$ cat config.mk
export PLATFORM = sky130hd
export DESIGN_NAME = fan_pwm_ramp_control
export DESIGN_NICKNAME = d
export VERILOG_FILES = /design/src/hw/fan_ramp_pkg.sv /design/src/hw/drive_pwm.sv /design/src/hw/fan_pwm_ramp_control.sv /design/src/hw/ramp_stepper.sv
export VERILOG_INCLUDE_DIRS = /design/src /design/src/hw
export SDC_FILE = /design/constraint.sdc
export NUM_CORES = 1
export LEC_CHECK = 0
export BUFFER_PORTS_ARGS = -buffer_cell sky130_fd_sc_hd__buf_4
export CAP_MARGIN = 20
export CELL_PAD_IN_SITES_DETAIL_PLACEMENT = 1
export CELL_PAD_IN_SITES_GLOBAL_PLACEMENT = 1
export CORE_AREA = 2 2 157 159
export CTS_BUF_LIST = sky130_fd_sc_hd__clkbuf_4 sky130_fd_sc_hd__clkbuf_8
export DETAILED_ROUTE_END_ITERATION = 10
export DIE_AREA = 0 0 159 161
export PLACE_DENSITY_LB_ADDON = 0.3
export SKIP_CTS_REPAIR_TIMING = 1
export SYNTH_ARGS = -nofsm -noshare
export SYNTH_HDL_FRONTEND = slang
export SYNTH_SLANG_ARGS = --single-unit
$ cat constraint.sdc
create_clock -name CLK -period 4.3 [get_ports CLK]
set_input_delay 0.645 -clock CLK [delete_from_list [all_inputs] [get_ports CLK]]
set_output_delay 0.645 -clock CLK [all_outputs]
set_load 0.005 [all_outputs]
$ cat src/hw/fan_ramp_map.svh
// Offsets, field positions, reset values and timing counts for the
// fan drive ramp control block.
// Assumes a 100 MHz CLK and word-indexed register decode.
`ifndef FAN_RAMP_MAP_SVH
`define FAN_RAMP_MAP_SVH

// ----------------------------------------
// Register word indexes (byte address = 4 x index)
// ----------------------------------------
`define ACOUSTIC_IDX     10'h062
`define MIN_DUTY_IDX     10'h064
`define SPEED_CNT_IDX    10'h065
`define DRIVE1_NOW_IDX   10'h066

// ----------------------------------------
// Acoustic control fields
// ----------------------------------------
`define RATE_MSB         2
`define RATE_LSB         0
`define RAMP_EN_BIT      3
`define GROUP_BIT        4
`define FLOOR1_BIT       5
`define FLOOR2_BIT       6
`define FLOOR3_BIT       7

// ----------------------------------------
// Reset values
// ----------------------------------------
`define ACOUSTIC_RST     8'h00
`define MIN_DUTY_RST     24'h000000

// ----------------------------------------
// Timing: 35 s for the 33%..100% span (170 duty steps) at one step per slot
// ----------------------------------------
`define CLK_HZ           64'd100000000
`define RAMP_TIME_S      64'd35
`define RAMP_SPAN        64'd170
`define SLOT_CYCLES_DFLT 32'(`RAMP_TIME_S * `CLK_HZ / `RAMP_SPAN)

`endif

$ cat src/hw/fan_ramp_pkg.sv
// Types and the ramp step decode for the fan drive ramp control block.
// Assumes the constants of fan_ramp_map.svh.
package fan_ramp_pkg;

   // Ramp stepper state
   typedef struct packed {
      logic [7:0] duty;
   } step_st_t;

   // Drive output state
   typedef struct packed {
      logic [7:0] cnt;
      logic [7:0] duty;
      logic       pin;
      logic       start;
   } pwm_st_t;

   // Top state: bus, registers, targets, slot timer, speed counters
   typedef struct packed {
      logic [7:0]  ctrl;
      logic [23:0] min;
      logic        wr_pend;
      logic [9:0]  wr_idx;
      logic [31:0] rdata;
      logic        ready;
      logic        resp;
      logic [7:0]  tgt1;
      logic [7:0]  tgt2;
      logic [7:0]  tgt3;
      logic [31:0] slot_cnt;
      logic        tick;
      logic [2:0]  sp_s1;
      logic [2:0]  sp_s2;
      logic [2:0]  sp_prev;
      logic [23:0] cnt;
   } top_st_t;

   // Duty increment per time slot for a ramp-rate code
   function automatic logic [7:0] step_size(input logic [2:0] code);
      logic [7:0] s;
      s = 8'h01;
      unique case (code)
         3'h0: s = 8'h01;
         3'h1: s = 8'h02;
         3'h2: s = 8'h03;
         3'h3: s = 8'h05;
         3'h4: s = 8'h08;
         3'h5: s = 8'h0C;
         3'h6: s = 8'h18;
         3'h7: s = 8'h30;
      endcase
      return s;
   endfunction

endpackage

$ cat src/hw/drive_pwm.sv
// Fan drive output: 256-count period, duty taken at each period start.
// Assumes duty_in is a plain 8-bit level on the same clock.
module drive_pwm (
   // Clock and reset
   input  wire logic       clk,
   input  wire logic       srst,
   // Duty request
   input  wire logic [7:0] duty_in,
   // Output
   output logic            pin,
   output logic            period_start
);

   fan_ramp_pkg::pwm_st_t q; // Registered state
   fan_ramp_pkg::pwm_st_t d; // Next state

   // ----------------------------------------
   // Next state
   // ----------------------------------------
   always_comb begin
      d       = q;
      d.cnt   = 8'(q.cnt + 8'h01);
      d.start = (q.cnt == 8'hFF);
      // Duty changes only on a period boundary to avoid runt pulses
      if (q.cnt == 8'hFF) begin
         d.duty = duty_in;
         d.pin  = (duty_in != 8'h00);
      end else begin
         d.pin = (d.cnt < q.duty);
      end
   end

   // State register
   always_ff @(posedge clk) begin
      if (srst) begin
         q <= '0;
      end else begin
         q <= d;
      end
   end

   assign pin          = q.pin;
   assign period_start = q.start;
endmodule

$ cat src/hw/fan_pwm_ramp_control.sv
// Fan drive ramp control: acoustic control register, ramped first drive,
// floor choice for three drives and gated speed-input counting.
// Assumes an AHB-Lite master on CLK and a temperature loop on the same
// clock that supplies calculated duties and below-floor levels.
//
// Added by the designer: the AHB-Lite interface to the registers.
`include "fan_ramp_map.svh"

module fan_pwm_ramp_control #(
   parameter int unsigned SLOT_CYCLES = `SLOT_CYCLES_DFLT // Cycles per time slot
) (
   // Clock and reset
   input  wire logic        CLK,
   input  wire logic        SRST,
   // AHB-Lite slave
   input  wire logic        HSEL,
   input  wire logic [31:0] HADDR,
   input  wire logic [1:0]  HTRANS,
   input  wire logic        HWRITE,
   input  wire logic [2:0]  HSIZE,
   input  wire logic [31:0] HWDATA,
   input  wire logic        HREADY,
   output logic [31:0]      HRDATA,
   output logic             HREADYOUT,
   output logic             HRESP,
   // Temperature loop
   input  wire logic        AUTO_MODE,
   input  wire logic [2:0]  BELOW_FLOOR,
   input  wire logic [7:0]  CALC_DUTY1,
   input  wire logic [7:0]  CALC_DUTY2,
   input  wire logic [7:0]  CALC_DUTY3,
   // Speed inputs (asynchronous pins)
   input  wire logic        SPEED_INPUT_SECOND,
   input  wire logic        SPEED_INPUT_THIRD,
   input  wire logic        SPEED_INPUT_FOURTH,
   // Fan drives
   output logic             FAN_DRIVE_FIRST,
   output logic             FAN_DRIVE_SECOND,
   output logic             FAN_DRIVE_THIRD
);

   // ----------------------------------------
   // Declarations
   // ----------------------------------------
   fan_ramp_pkg::top_st_t q;        // Registered state
   fan_ramp_pkg::top_st_t d;        // Next state
   logic                  take;     // Address phase accepted
   logic                  in_range; // Upper address bits clear
   logic [9:0]            idx;      // Word index of address phase
   logic [7:0]            duty1;    // Ramped first drive duty
   logic [7:0]            step1;    // Current increment
   logic [2:0]            rise;     // Speed edges, second..fourth
   logic [2:0]            grouped;  // Inputs tied to the third drive

   // Duty below the floor: off or minimum, else calculated
   // Below-floor only matters in automatic mode; manual duties pass through
   function automatic logic [7:0] floor_duty(input logic auto_on,
                                             input logic below,
                                             input logic sel,
                                             input logic [7:0] min_duty,
                                             input logic [7:0] calc);
      logic [7:0] r;
      r = calc;
      if (auto_on && below) begin
         r = sel ? min_duty : 8'h00;
      end
      return r;
   endfunction

   // ----------------------------------------
   // Bus decode
   // ----------------------------------------
   // Only NONSEQ or SEQ with the bus ready starts a transfer
   assign take     = HSEL && HTRANS[1] && HREADY;
   // Index 0x3FF is never mapped, so stray upper bits read as zero
   assign in_range = (HADDR[31:12] == 20'h00000);
   assign idx      = in_range ? HADDR[11:2] : 10'h3FF;
   assign step1    = fan_ramp_pkg::step_size(q.ctrl[`RATE_MSB:`RATE_LSB]);

   // Speed edges from the second sync stage only; the first may be metastable
   assign rise     = q.sp_s2 & ~q.sp_prev;
   // grouping clear
   // Bit 0 is the second input, the only one the grouping bit frees
   assign grouped  = {1'b1, 1'b1, q.ctrl[`GROUP_BIT]};

   // ----------------------------------------
   // Next state
   // ----------------------------------------
   always_comb begin
      d       = q;
      // Zero wait states: ready from the first edge after reset
      d.ready = 1'b1;
      d.resp  = 1'b0;

      // Data phase of a write: commit HWDATA
      d.wr_pend = 1'b0;
      if (q.wr_pend) begin
         unique case (q.wr_idx)
            `ACOUSTIC_IDX: d.ctrl = HWDATA[7:0];
            `MIN_DUTY_IDX: d.min  = HWDATA[23:0];
            default: ;
         endcase
      end

      // Address phase: reads see writes landing this very edge
      if (take) begin
         d.wr_pend = HWRITE;
         d.wr_idx  = idx;
         if (!HWRITE) begin
            unique case (idx)
               `ACOUSTIC_IDX:   d.rdata = {24'h000000, d.ctrl};
               `MIN_DUTY_IDX:   d.rdata = {8'h00, d.min};
               `SPEED_CNT_IDX:  d.rdata = {8'h00, q.cnt};
               `DRIVE1_NOW_IDX: d.rdata = {24'h000000, duty1};
               default:         d.rdata = 32'h00000000;
            endcase
         end
      end

      d.tgt1 = floor_duty(AUTO_MODE, BELOW_FLOOR[0], q.ctrl[`FLOOR1_BIT],
                          q.min[7:0], CALC_DUTY1);
      d.tgt2 = floor_duty(AUTO_MODE, BELOW_FLOOR[1], q.ctrl[`FLOOR2_BIT],
                          q.min[15:8], CALC_DUTY2);
      d.tgt3 = floor_duty(AUTO_MODE, BELOW_FLOOR[2], q.ctrl[`FLOOR3_BIT],
                          q.min[23:16], CALC_DUTY3);

      // Time slot timer; free running so slots stay evenly spaced
      // Limitation: the first step after enabling may come early in a slot
      if (q.slot_cnt >= SLOT_CYCLES - 1) begin
         d.slot_cnt = 32'h00000000;
         d.tick     = 1'b1;
      end else begin
         d.slot_cnt = 32'(q.slot_cnt + 32'h00000001);
         d.tick     = 1'b0;
      end

      // Two-stage synchroniser, then edge history
      d.sp_s1   = {SPEED_INPUT_FOURTH, SPEED_INPUT_THIRD, SPEED_INPUT_SECOND};
      d.sp_s2   = q.sp_s1;
      d.sp_prev = q.sp_s2;

      // grouped inputs count only while third drive is on
      for (int i = 0; i < 3; i++) begin
         if (rise[i] && (!grouped[i] || FAN_DRIVE_THIRD)) begin
            d.cnt[i*8 +: 8] = 8'(q.cnt[i*8 +: 8] + 8'h01);
         end
      end
   end

   // ----------------------------------------
   // State register
   // ----------------------------------------
   always_ff @(posedge CLK) begin
      if (SRST) begin
         // Whole state clears first; registers with reset values follow
         q      <= '0;
         q.ctrl <= `ACOUSTIC_RST;
         q.min  <= `MIN_DUTY_RST;
      end else begin
         q <= d;
      end
   end

   // ----------------------------------------
   // Ramp and drives
   // ----------------------------------------
   // rate steers first drive
   ramp_stepper u_ramp1 (
      .clk    (CLK),
      .srst   (SRST),
      .en     (q.ctrl[`RAMP_EN_BIT]),
      .tick   (q.tick),
      .step   (step1),
      .target (q.tgt1),
      .duty   (duty1)
   );

   // First drive takes the ramped duty
   drive_pwm u_fan_drive_first (
      .clk          (CLK),
      .srst         (SRST),
      .duty_in      (duty1),
      .pin          (FAN_DRIVE_FIRST),
      .period_start ()
   );

   // Second and third drives are not ramped here
   drive_pwm u_fan_drive_second (
      .clk          (CLK),
      .srst         (SRST),
      .duty_in      (q.tgt2),
      .pin          (FAN_DRIVE_SECOND),
      .period_start ()
   );

   // Third drive also gates the speed counting
   drive_pwm u_fan_drive_third (
      .clk          (CLK),
      .srst         (SRST),
      .duty_in      (q.tgt3),
      .pin          (FAN_DRIVE_THIRD),
      .period_start ()
   );

   // Bus outputs straight from flops
   assign HRDATA    = q.rdata;
   assign HREADYOUT = q.ready;
   assign HRESP     = q.resp;
endmodule

$ cat src/hw/ramp_stepper.sv
// Moves a duty value toward its target, one bounded step per time slot.
// Assumes tick is a one-cycle pulse from the slot timer on the same clock.
module ramp_stepper (
   // Clock and reset
   input  wire logic       clk,
   input  wire logic       srst,
   // Control
   input  wire logic       en,
   input  wire logic       tick,
   input  wire logic [7:0] step,
   input  wire logic [7:0] target,
   // Result
   output logic [7:0]      duty
);

   fan_ramp_pkg::step_st_t q;   // Registered state
   fan_ramp_pkg::step_st_t d;   // Next state
   logic [7:0]             gap; // Distance to target

   // ----------------------------------------
   // Next state
   // ----------------------------------------
   always_comb begin
      d   = q;
      gap = (q.duty < target) ? 8'(target - q.duty) : 8'(q.duty - target);
      if (!en) begin
         d.duty = target;
      end else if (tick) begin
         // Clamp last step so the target is never passed
         if (gap <= step) begin
            d.duty = target;
         end else if (q.duty < target) begin
            d.duty = 8'(q.duty + step);
         end else begin
            d.duty = 8'(q.duty - step);
         end
      end
   end

   // State register
   always_ff @(posedge clk) begin
      if (srst) begin
         q <= '0;
      end else begin
         q <= d;
      end
   end

   assign duty = q.duty;
endmodule

# Yosys cells after proc, flatten, opt, wreduce, memory -nomap -nowiden
# Memories as Yosys holds them, arrays and structs flattened. A register that Yosys moved wholly into a read port is not among the register bits.
# Cells that the tools add are included.
dict set report word_totals {
  register_bits 226
  mem_bits_ro 48
  input_bits 105
  out_inout_bits 37
  elab_cells 102
  n_memories 1
}
dict set report op_classes {
  n_addsub 11
  n_lt_le_gt_ge 6
  n_eq_ne 10
  mux 25
  bitwise 4
  reduce_logical 17
}
# memory depth word_bits rd rd_ports_with_merged_regs wr line
set memory_table {}
lappend memory_table {{(no name shown)} 8 6 1 1 0 fan_ramp_pkg.sv:42} ;# unique case (code)
# op count
set ops {}
lappend ops {{2-to-1 mux 8 bit} 15}
lappend ops {{one-hot mux 24 bit (4 select lines)} 1}
lappend ops {{2-to-1 mux 92 bit} 1}
lappend ops {{== test 10 x 7 -> 1 bit (second input constant)} 6}
lappend ops {{adder 8 x 1 -> 8 bit (second input constant)} 6}
lappend ops {{2-to-1 mux 33 bit} 1}
lappend ops {{adder 32 x 1 -> 32 bit (second input constant)} 1}
lappend ops {{>= comparator 32 x 25 -> 1 bit (second input constant)} 1}
lappend ops {{less-than comparator 8 bit} 4}
lappend ops {{2-to-1 mux 32 bit} 1}
lappend ops {{== test 8 bit (second input constant)} 3}
lappend ops {{2-to-1 mux 24 bit} 1}
lappend ops {{nonzero test 8 bit} 3}
lappend ops {{subtractor 8 bit} 3}
lappend ops {{logical NOT 20 bit} 1}
lappend ops {{2-to-1 mux 10 bit} 1}
lappend ops {{adder 8 bit} 1}
lappend ops {{less-or-equal comparator 8 bit} 1}
lappend ops {{logical AND 1 bit} 8}
lappend ops {{OR reduction 2 bit} 2}
lappend ops {{bitwise AND 3 bit} 1}
lappend ops {{2-to-1 mux 1 bit} 3}
lappend ops {{2-to-1 mux 3 bit} 1}
lappend ops {{NOT 3 bit} 1}
lappend ops {{other kinds (5)} 6}

# Depth between registers and ports, before layout
dict set report depth {
  word_depth 6
  depth_mapped 19
  ltp_nobuf 18
}

# Modules after synthesis
# A second synthesis with hierarchy kept.
dict set report hier_totals {
  cells_unflattened 1300
  area_unflattened_um2 11342.1
}
# module instances cells_each area_each_um2 seq_area_each_um2
set by_module_without_submodules {}
lappend by_module_without_submodules {fan_pwm_ramp_control 1 809 7096.8 3283.1}
lappend by_module_without_submodules {drive_pwm 3 91 867.1 360.3}
lappend by_module_without_submodules {ramp_stepper 1 218 1644.1 160.2}

# Least setup slack after synthesis
# No wires, ideal clock.
dict set report synth_timing {
  path_kind {register -> register}
  start {register u_ramp1.q, in the netlist u_ramp1.duty[0]}
  end {register u_ramp1.q, in the netlist u_ramp1.duty[6]}
  setup_ns 0.115
  arrival_ns 3.752
  required_time_ns 4.185
  slack_ns 0.434
  stages_incl_launch_ff 19
  n_path_buf 1
  period_less_slack_ns 3.866
  path_cell_list {dfxtp_1 -> inv_1 -> ha_1 -> inv_1 -> fa_1 -> a211oi_2 -> o211ai_1 -> nand2_1 -> buf_1 -> mux2i_1 -> xnor2_1 -> ha_1 -> nor2b_1 -> o31a_1 -> o22ai_1 -> o211a_1 -> and2_1 -> o21ai_0 -> a2111oi_0}
}
dict set report synth_between {
  elab_chain_len 6
  word_cells_on_any_way 11
  classes_between {4 x add/sub; 2 x order compare; 5 x mux}
}
# element line
set synth_rtl {}
lappend synth_rtl {{start: declaration} ramp_stepper.sv:16} ;# fan_ramp_pkg::step_st_t q;
lappend synth_rtl {{start signal: assignment} ramp_stepper.sv:43} ;# q <= '0;
lappend synth_rtl {{start signal: assignment} ramp_stepper.sv:45} ;# q <= d;
lappend synth_rtl {{subtractor 8 bit or less-than comparator 8 bit (tied branches)} {ramp_stepper.sv:25, ramp_stepper.sv:32}}
lappend synth_rtl {{2-to-1 mux 8 bit} ramp_stepper.sv:25} ;# gap = (q.duty < target) ? 8'(target - q.duty) : 8'(q.duty - target);
lappend synth_rtl {{less-or-equal comparator 8 bit} ramp_stepper.sv:30} ;# if (gap <= step) begin
lappend synth_rtl {{2-to-1 mux 8 bit *} ramp_stepper.sv:30}
lappend synth_rtl {{2-to-1 mux 8 bit *} ramp_stepper.sv:28} ;# end else if (tick) begin
lappend synth_rtl {{2-to-1 mux 8 bit *} ramp_stepper.sv:26} ;# if (!en) begin
# Every way passes the cells marked *; elsewhere a longest branch is shown, timed or not. The select of a mux whose other input is x is not followed.
# A chain may end at the register's enable or synchronous reset.

# Final worst setup path
dict set report layout_timing {
  start {register q[83] (netlist bit)}
  end {register u_ramp1.q, in the netlist u_ramp1.duty[2]}
}
dict set report layout_between {
  elab_chain_len 6
  word_cells_on_any_way 9
  classes_between {2 x add/sub; 2 x order compare; 5 x mux}
}
# element line
set layout_rtl {}
lappend layout_rtl {{start: declaration} fan_pwm_ramp_control.sv:45} ;# fan_ramp_pkg::top_st_t q;
lappend layout_rtl {{subtractor 8 bit or less-than comparator 8 bit (tied branches)} {ramp_stepper.sv:25, ramp_stepper.sv:32}}
lappend layout_rtl {{2-to-1 mux 8 bit} ramp_stepper.sv:25}
lappend layout_rtl {{less-or-equal comparator 8 bit} ramp_stepper.sv:30}
lappend layout_rtl {{2-to-1 mux 8 bit *} ramp_stepper.sv:30}
lappend layout_rtl {{2-to-1 mux 8 bit *} ramp_stepper.sv:28}
lappend layout_rtl {{2-to-1 mux 8 bit *} ramp_stepper.sv:26}
# Marked as above.

==> flow_summary_export.csv <==
group,metric,value,unit
finish,register_area,4460,sq um
floorplan,die_h,161,microns
power,clock_power_share,43.3,%
critical_path,startpoint,"q[83]",
finish,multi_input_area,5570,sq um
finish,area_growth,17.3,%
placed_design,io_buffers,118,
routing,wl_per_cell,16.7,microns
floorplan,fp-row-count,57,
clock_tree,clk_pin_slew,0.07,ns
power,p_per_area,381,nW/um^2
routing,first_pass_iters,4,
clock_tree,cts_sinks,223,
floorplan,initial_core_util,44.5,%
power,power.share.switching,25.1,%
placed_design,place_congestion,0.882,
critical_path,worst_ep_required_time,4.76,ns
power,ir_drop,0.218,mV
critical_path,cp_max_fo,4,
synthesis,synth.most_common_cell,"dfxtp_1",
critical_path,cp_num_buf_inv,1,
clock_tree,cts_tree,"done",
synthesis,syn_area_per_cell,8.75,sq um
timing,final_max_slew_viol_count,0,
synthesis,seq_area_frac_synth,41.9,%
synthesis,synthArstFlopShare,0,%
worst_hold_path,hold_path.class,"in -> reg",
critical_path,cpPeakStageDelay,0.44,ns
synthesis,ys.flop_type,"dfxtp_1",
grt,grt_usage,21.7,%
finish,nFillCells,2886,
placed_design,hpwl,20400,microns
finish,drive_above_1_share,17.0,%
timing,max_freq,250,MHz
critical_path,cpMaxStageDelayCell,"fa_2",
critical_path,path_cells,"inv_1, fa_2, a211oi_2, o211ai_1, nand2_2, mux2i_4, xnor2_1, ha_1, a21oi_1, nor2b_1, o31a_1, o22ai_2, o211a_1, and2_4, o22ai_1, a2111oi_2",
floorplan,die_area,25600,sq um
timing,setup_viol,0,
placed_design,dp.cells,1602,
status,status,"completed",
floorplan,core_area,24000,sq um
synthesis,syn-instance-count,1219,
synthesis,ys_types,65,
synthesis,yosys.area.top_type,"dfxtp_1",
grt,antenna_found_initial,1,
timing,max_slew.worst_pin.slew,0.974,ns
power,p_int,0.00356,W
timing,hold_viol,0,
timing,min_period,4.00,ns
finish,instances_no_fill,1674,
critical_path,r2r_start,"q[83]",
floorplan,dieWidth,159,microns
routing,drc,0,
timing,finalClockSkew,0.0354,ns
synthesis,ys_top_cells_by_area,"dfxtp_1, ha_1, mux2i_1",
worst_hold_path,hold_path.startpoint,"SPEED_INPUT_THIRD",
clock_tree,clk_latency,0.55,ns
run,max_cap_violations,0,
clock_tree,cts_buffer_depth,3,
critical_path,cp.arrival,4.46,ns
critical_path,crit_path_start_kind,"flop",
synthesis,synth_warnings,0,
placed_design,pre_cts_ws,0.103,ns
power,combPwrFrac,11.6,%
routing,viasPerCell,5.22,
critical_path,endpoint_kind,"flop",
power,power_switching,0.00119,W
routing,vias,8744,
synthesis,synth-edff-count,0,
power,leakagePower,5.32,nW
synthesis,synth_area,10700,sq um
critical_path,critical_path_class,"reg -> reg",
timing,fin_ws,0.295,ns
finish,nNetsFinal,1491,
grt,first_global_vias,9259,
synthesis,synth_top_area_share,41.9,%
grt,grt_max_degree,63,
clock_tree,root_buffer,"clkbuf_8",
critical_path,path_delay_family,"compound AO/OA/AOI/OAI gates",
clock_tree,htreeDepth,2,
power,p_seq_share,45.1,%
routing,drt_iter0_drc,337,
grt,grt_remaining_overflow,0,
routing,ant_nets,0,
synthesis,yosys_register_bits,223,
timing,timing.slew.headroom,35.1,%
timing,fin_crit_sh,93.1,%
routing,drt-total-wl,27900,microns
clock_tree,cts_made_buffers,39,
grt,grt_pass1_wl,45700,microns
floorplan,pin_count,142,
synthesis,synth_common_cells,"dfxtp_1, nor2_1, nand2_1, a21oi_1, ha_1",
==> layout make-up <==
cell class	instances	area share, %
Tap cell	324	3.24
Timing Repair Buffer	133	7.99
Inverter	60	1.80
Sequential cell	223	35.7
Clock inverter	8	0.570
Multi-Input combinational cell	864	44.6
Antenna cell	1	0.0200
Clock buffer	61	6.11
==> cells by family after synthesis <==
kind of cell	synth area share, %
simple gates	19.1
flops	41.9
compound gates	12.1
buf+inv	6.65
xor+xnor	6.33
fa+ha+maj	7.84
mux	6.04
other cells	0.0352
==> per-stage QoR <==
step	TNS, ns	util [%]	total power, W	cell area, sq um	hold slack (ns)
6_report	0	52.2	0.00476	12500	0.327
3_5_place_dp	0	48.5	0.00271	11600	0.426
2_1_floorplan	0	-	0.00252	10700	0.414
5_1_grt	-0.0233	52.2	0.00498	12500	0.309
4_1_cts	0	52.0	0.00479	12500	0.299
3_3_place_gp	0	48.5	0.00268	11600	0.419
==> metal layers <==
metal	vias to the layer above	track usage, %	routed length, microns	share of wire (%)
li1	4310	-	-	-
met1	4216	26.2	12300	44
met2	165	38.6	13800	49
met3	53	3.95	1110	4.0
met4	0	7.93	779	2.8
met5	-	0	0	0
==> cell usage in the layout (no fill, tap or decap), types with 4 or more instances in the layout <==
| master | instances |
|---|---|
| mux2i_1 | 60 |
| buf_4 | 133 |
| nand4_1 | 11 |
| a31oi_1 | 5 |
| and2_1 | 21 |
| clkbuf_4 | 12 |
| clkinv_2 | 5 |
| nor3_1 | 7 |
| a221oi_1 | 4 |
| ha_1 | 62 |
| nor2b_1 | 19 |
| xnor2_1 | 41 |
| a21o_1 | 4 |
| dfxtp_1 | 223 |
| a21oi_1 | 75 |
| nor2_1 | 156 |
| conb_1 | 16 |
| clkbuf_8 | 49 |
| o21ai_0 | 49 |
| nor4_1 | 14 |
| nand2b_1 | 7 |
| o221a_2 | 9 |
| a22oi_1 | 16 |
| o22ai_1 | 7 |
| nand2_1 | 108 |
| and3_1 | 18 |
| o211ai_1 | 4 |
| xor2_1 | 36 |
| nand3_1 | 56 |
| inv_1 | 60 |
==> path summary, 6_finish.rpt <==
path         slack, ns  cells after the start              end
min reg2reg       0.44                      1            d[24]
max               0.30                     16  u_ramp1.duty[2]
min               0.33                      2            d[28]
max reg2reg       0.30                     16  u_ramp1.duty[2]
==> power by group through the flow <==
stage,clock network [W],registers [W],logic (W)
final,0.00206,0.00214,0.000552
after global routing,0.00221,0.00215,0.000615
after CTS,0.00212,0.00214,0.000525
after detailed placement,0,0.00219,0.000520
after global placement,0,0.00219,0.000495
after floorplan,0,0.00218,0.000340
==> flip-flops by register name, indices dropped and copies added, names as in the netlist, 6 cells and up <==
register              flops
HRDATA                   24
d                         6
q                       126
step1                     6
u_fan_drive_first.q      16
u_fan_drive_second.q     16
u_fan_drive_third.q      16
u_ramp1.duty              8
Note: power is estimated with default switching activity, not from simulation.
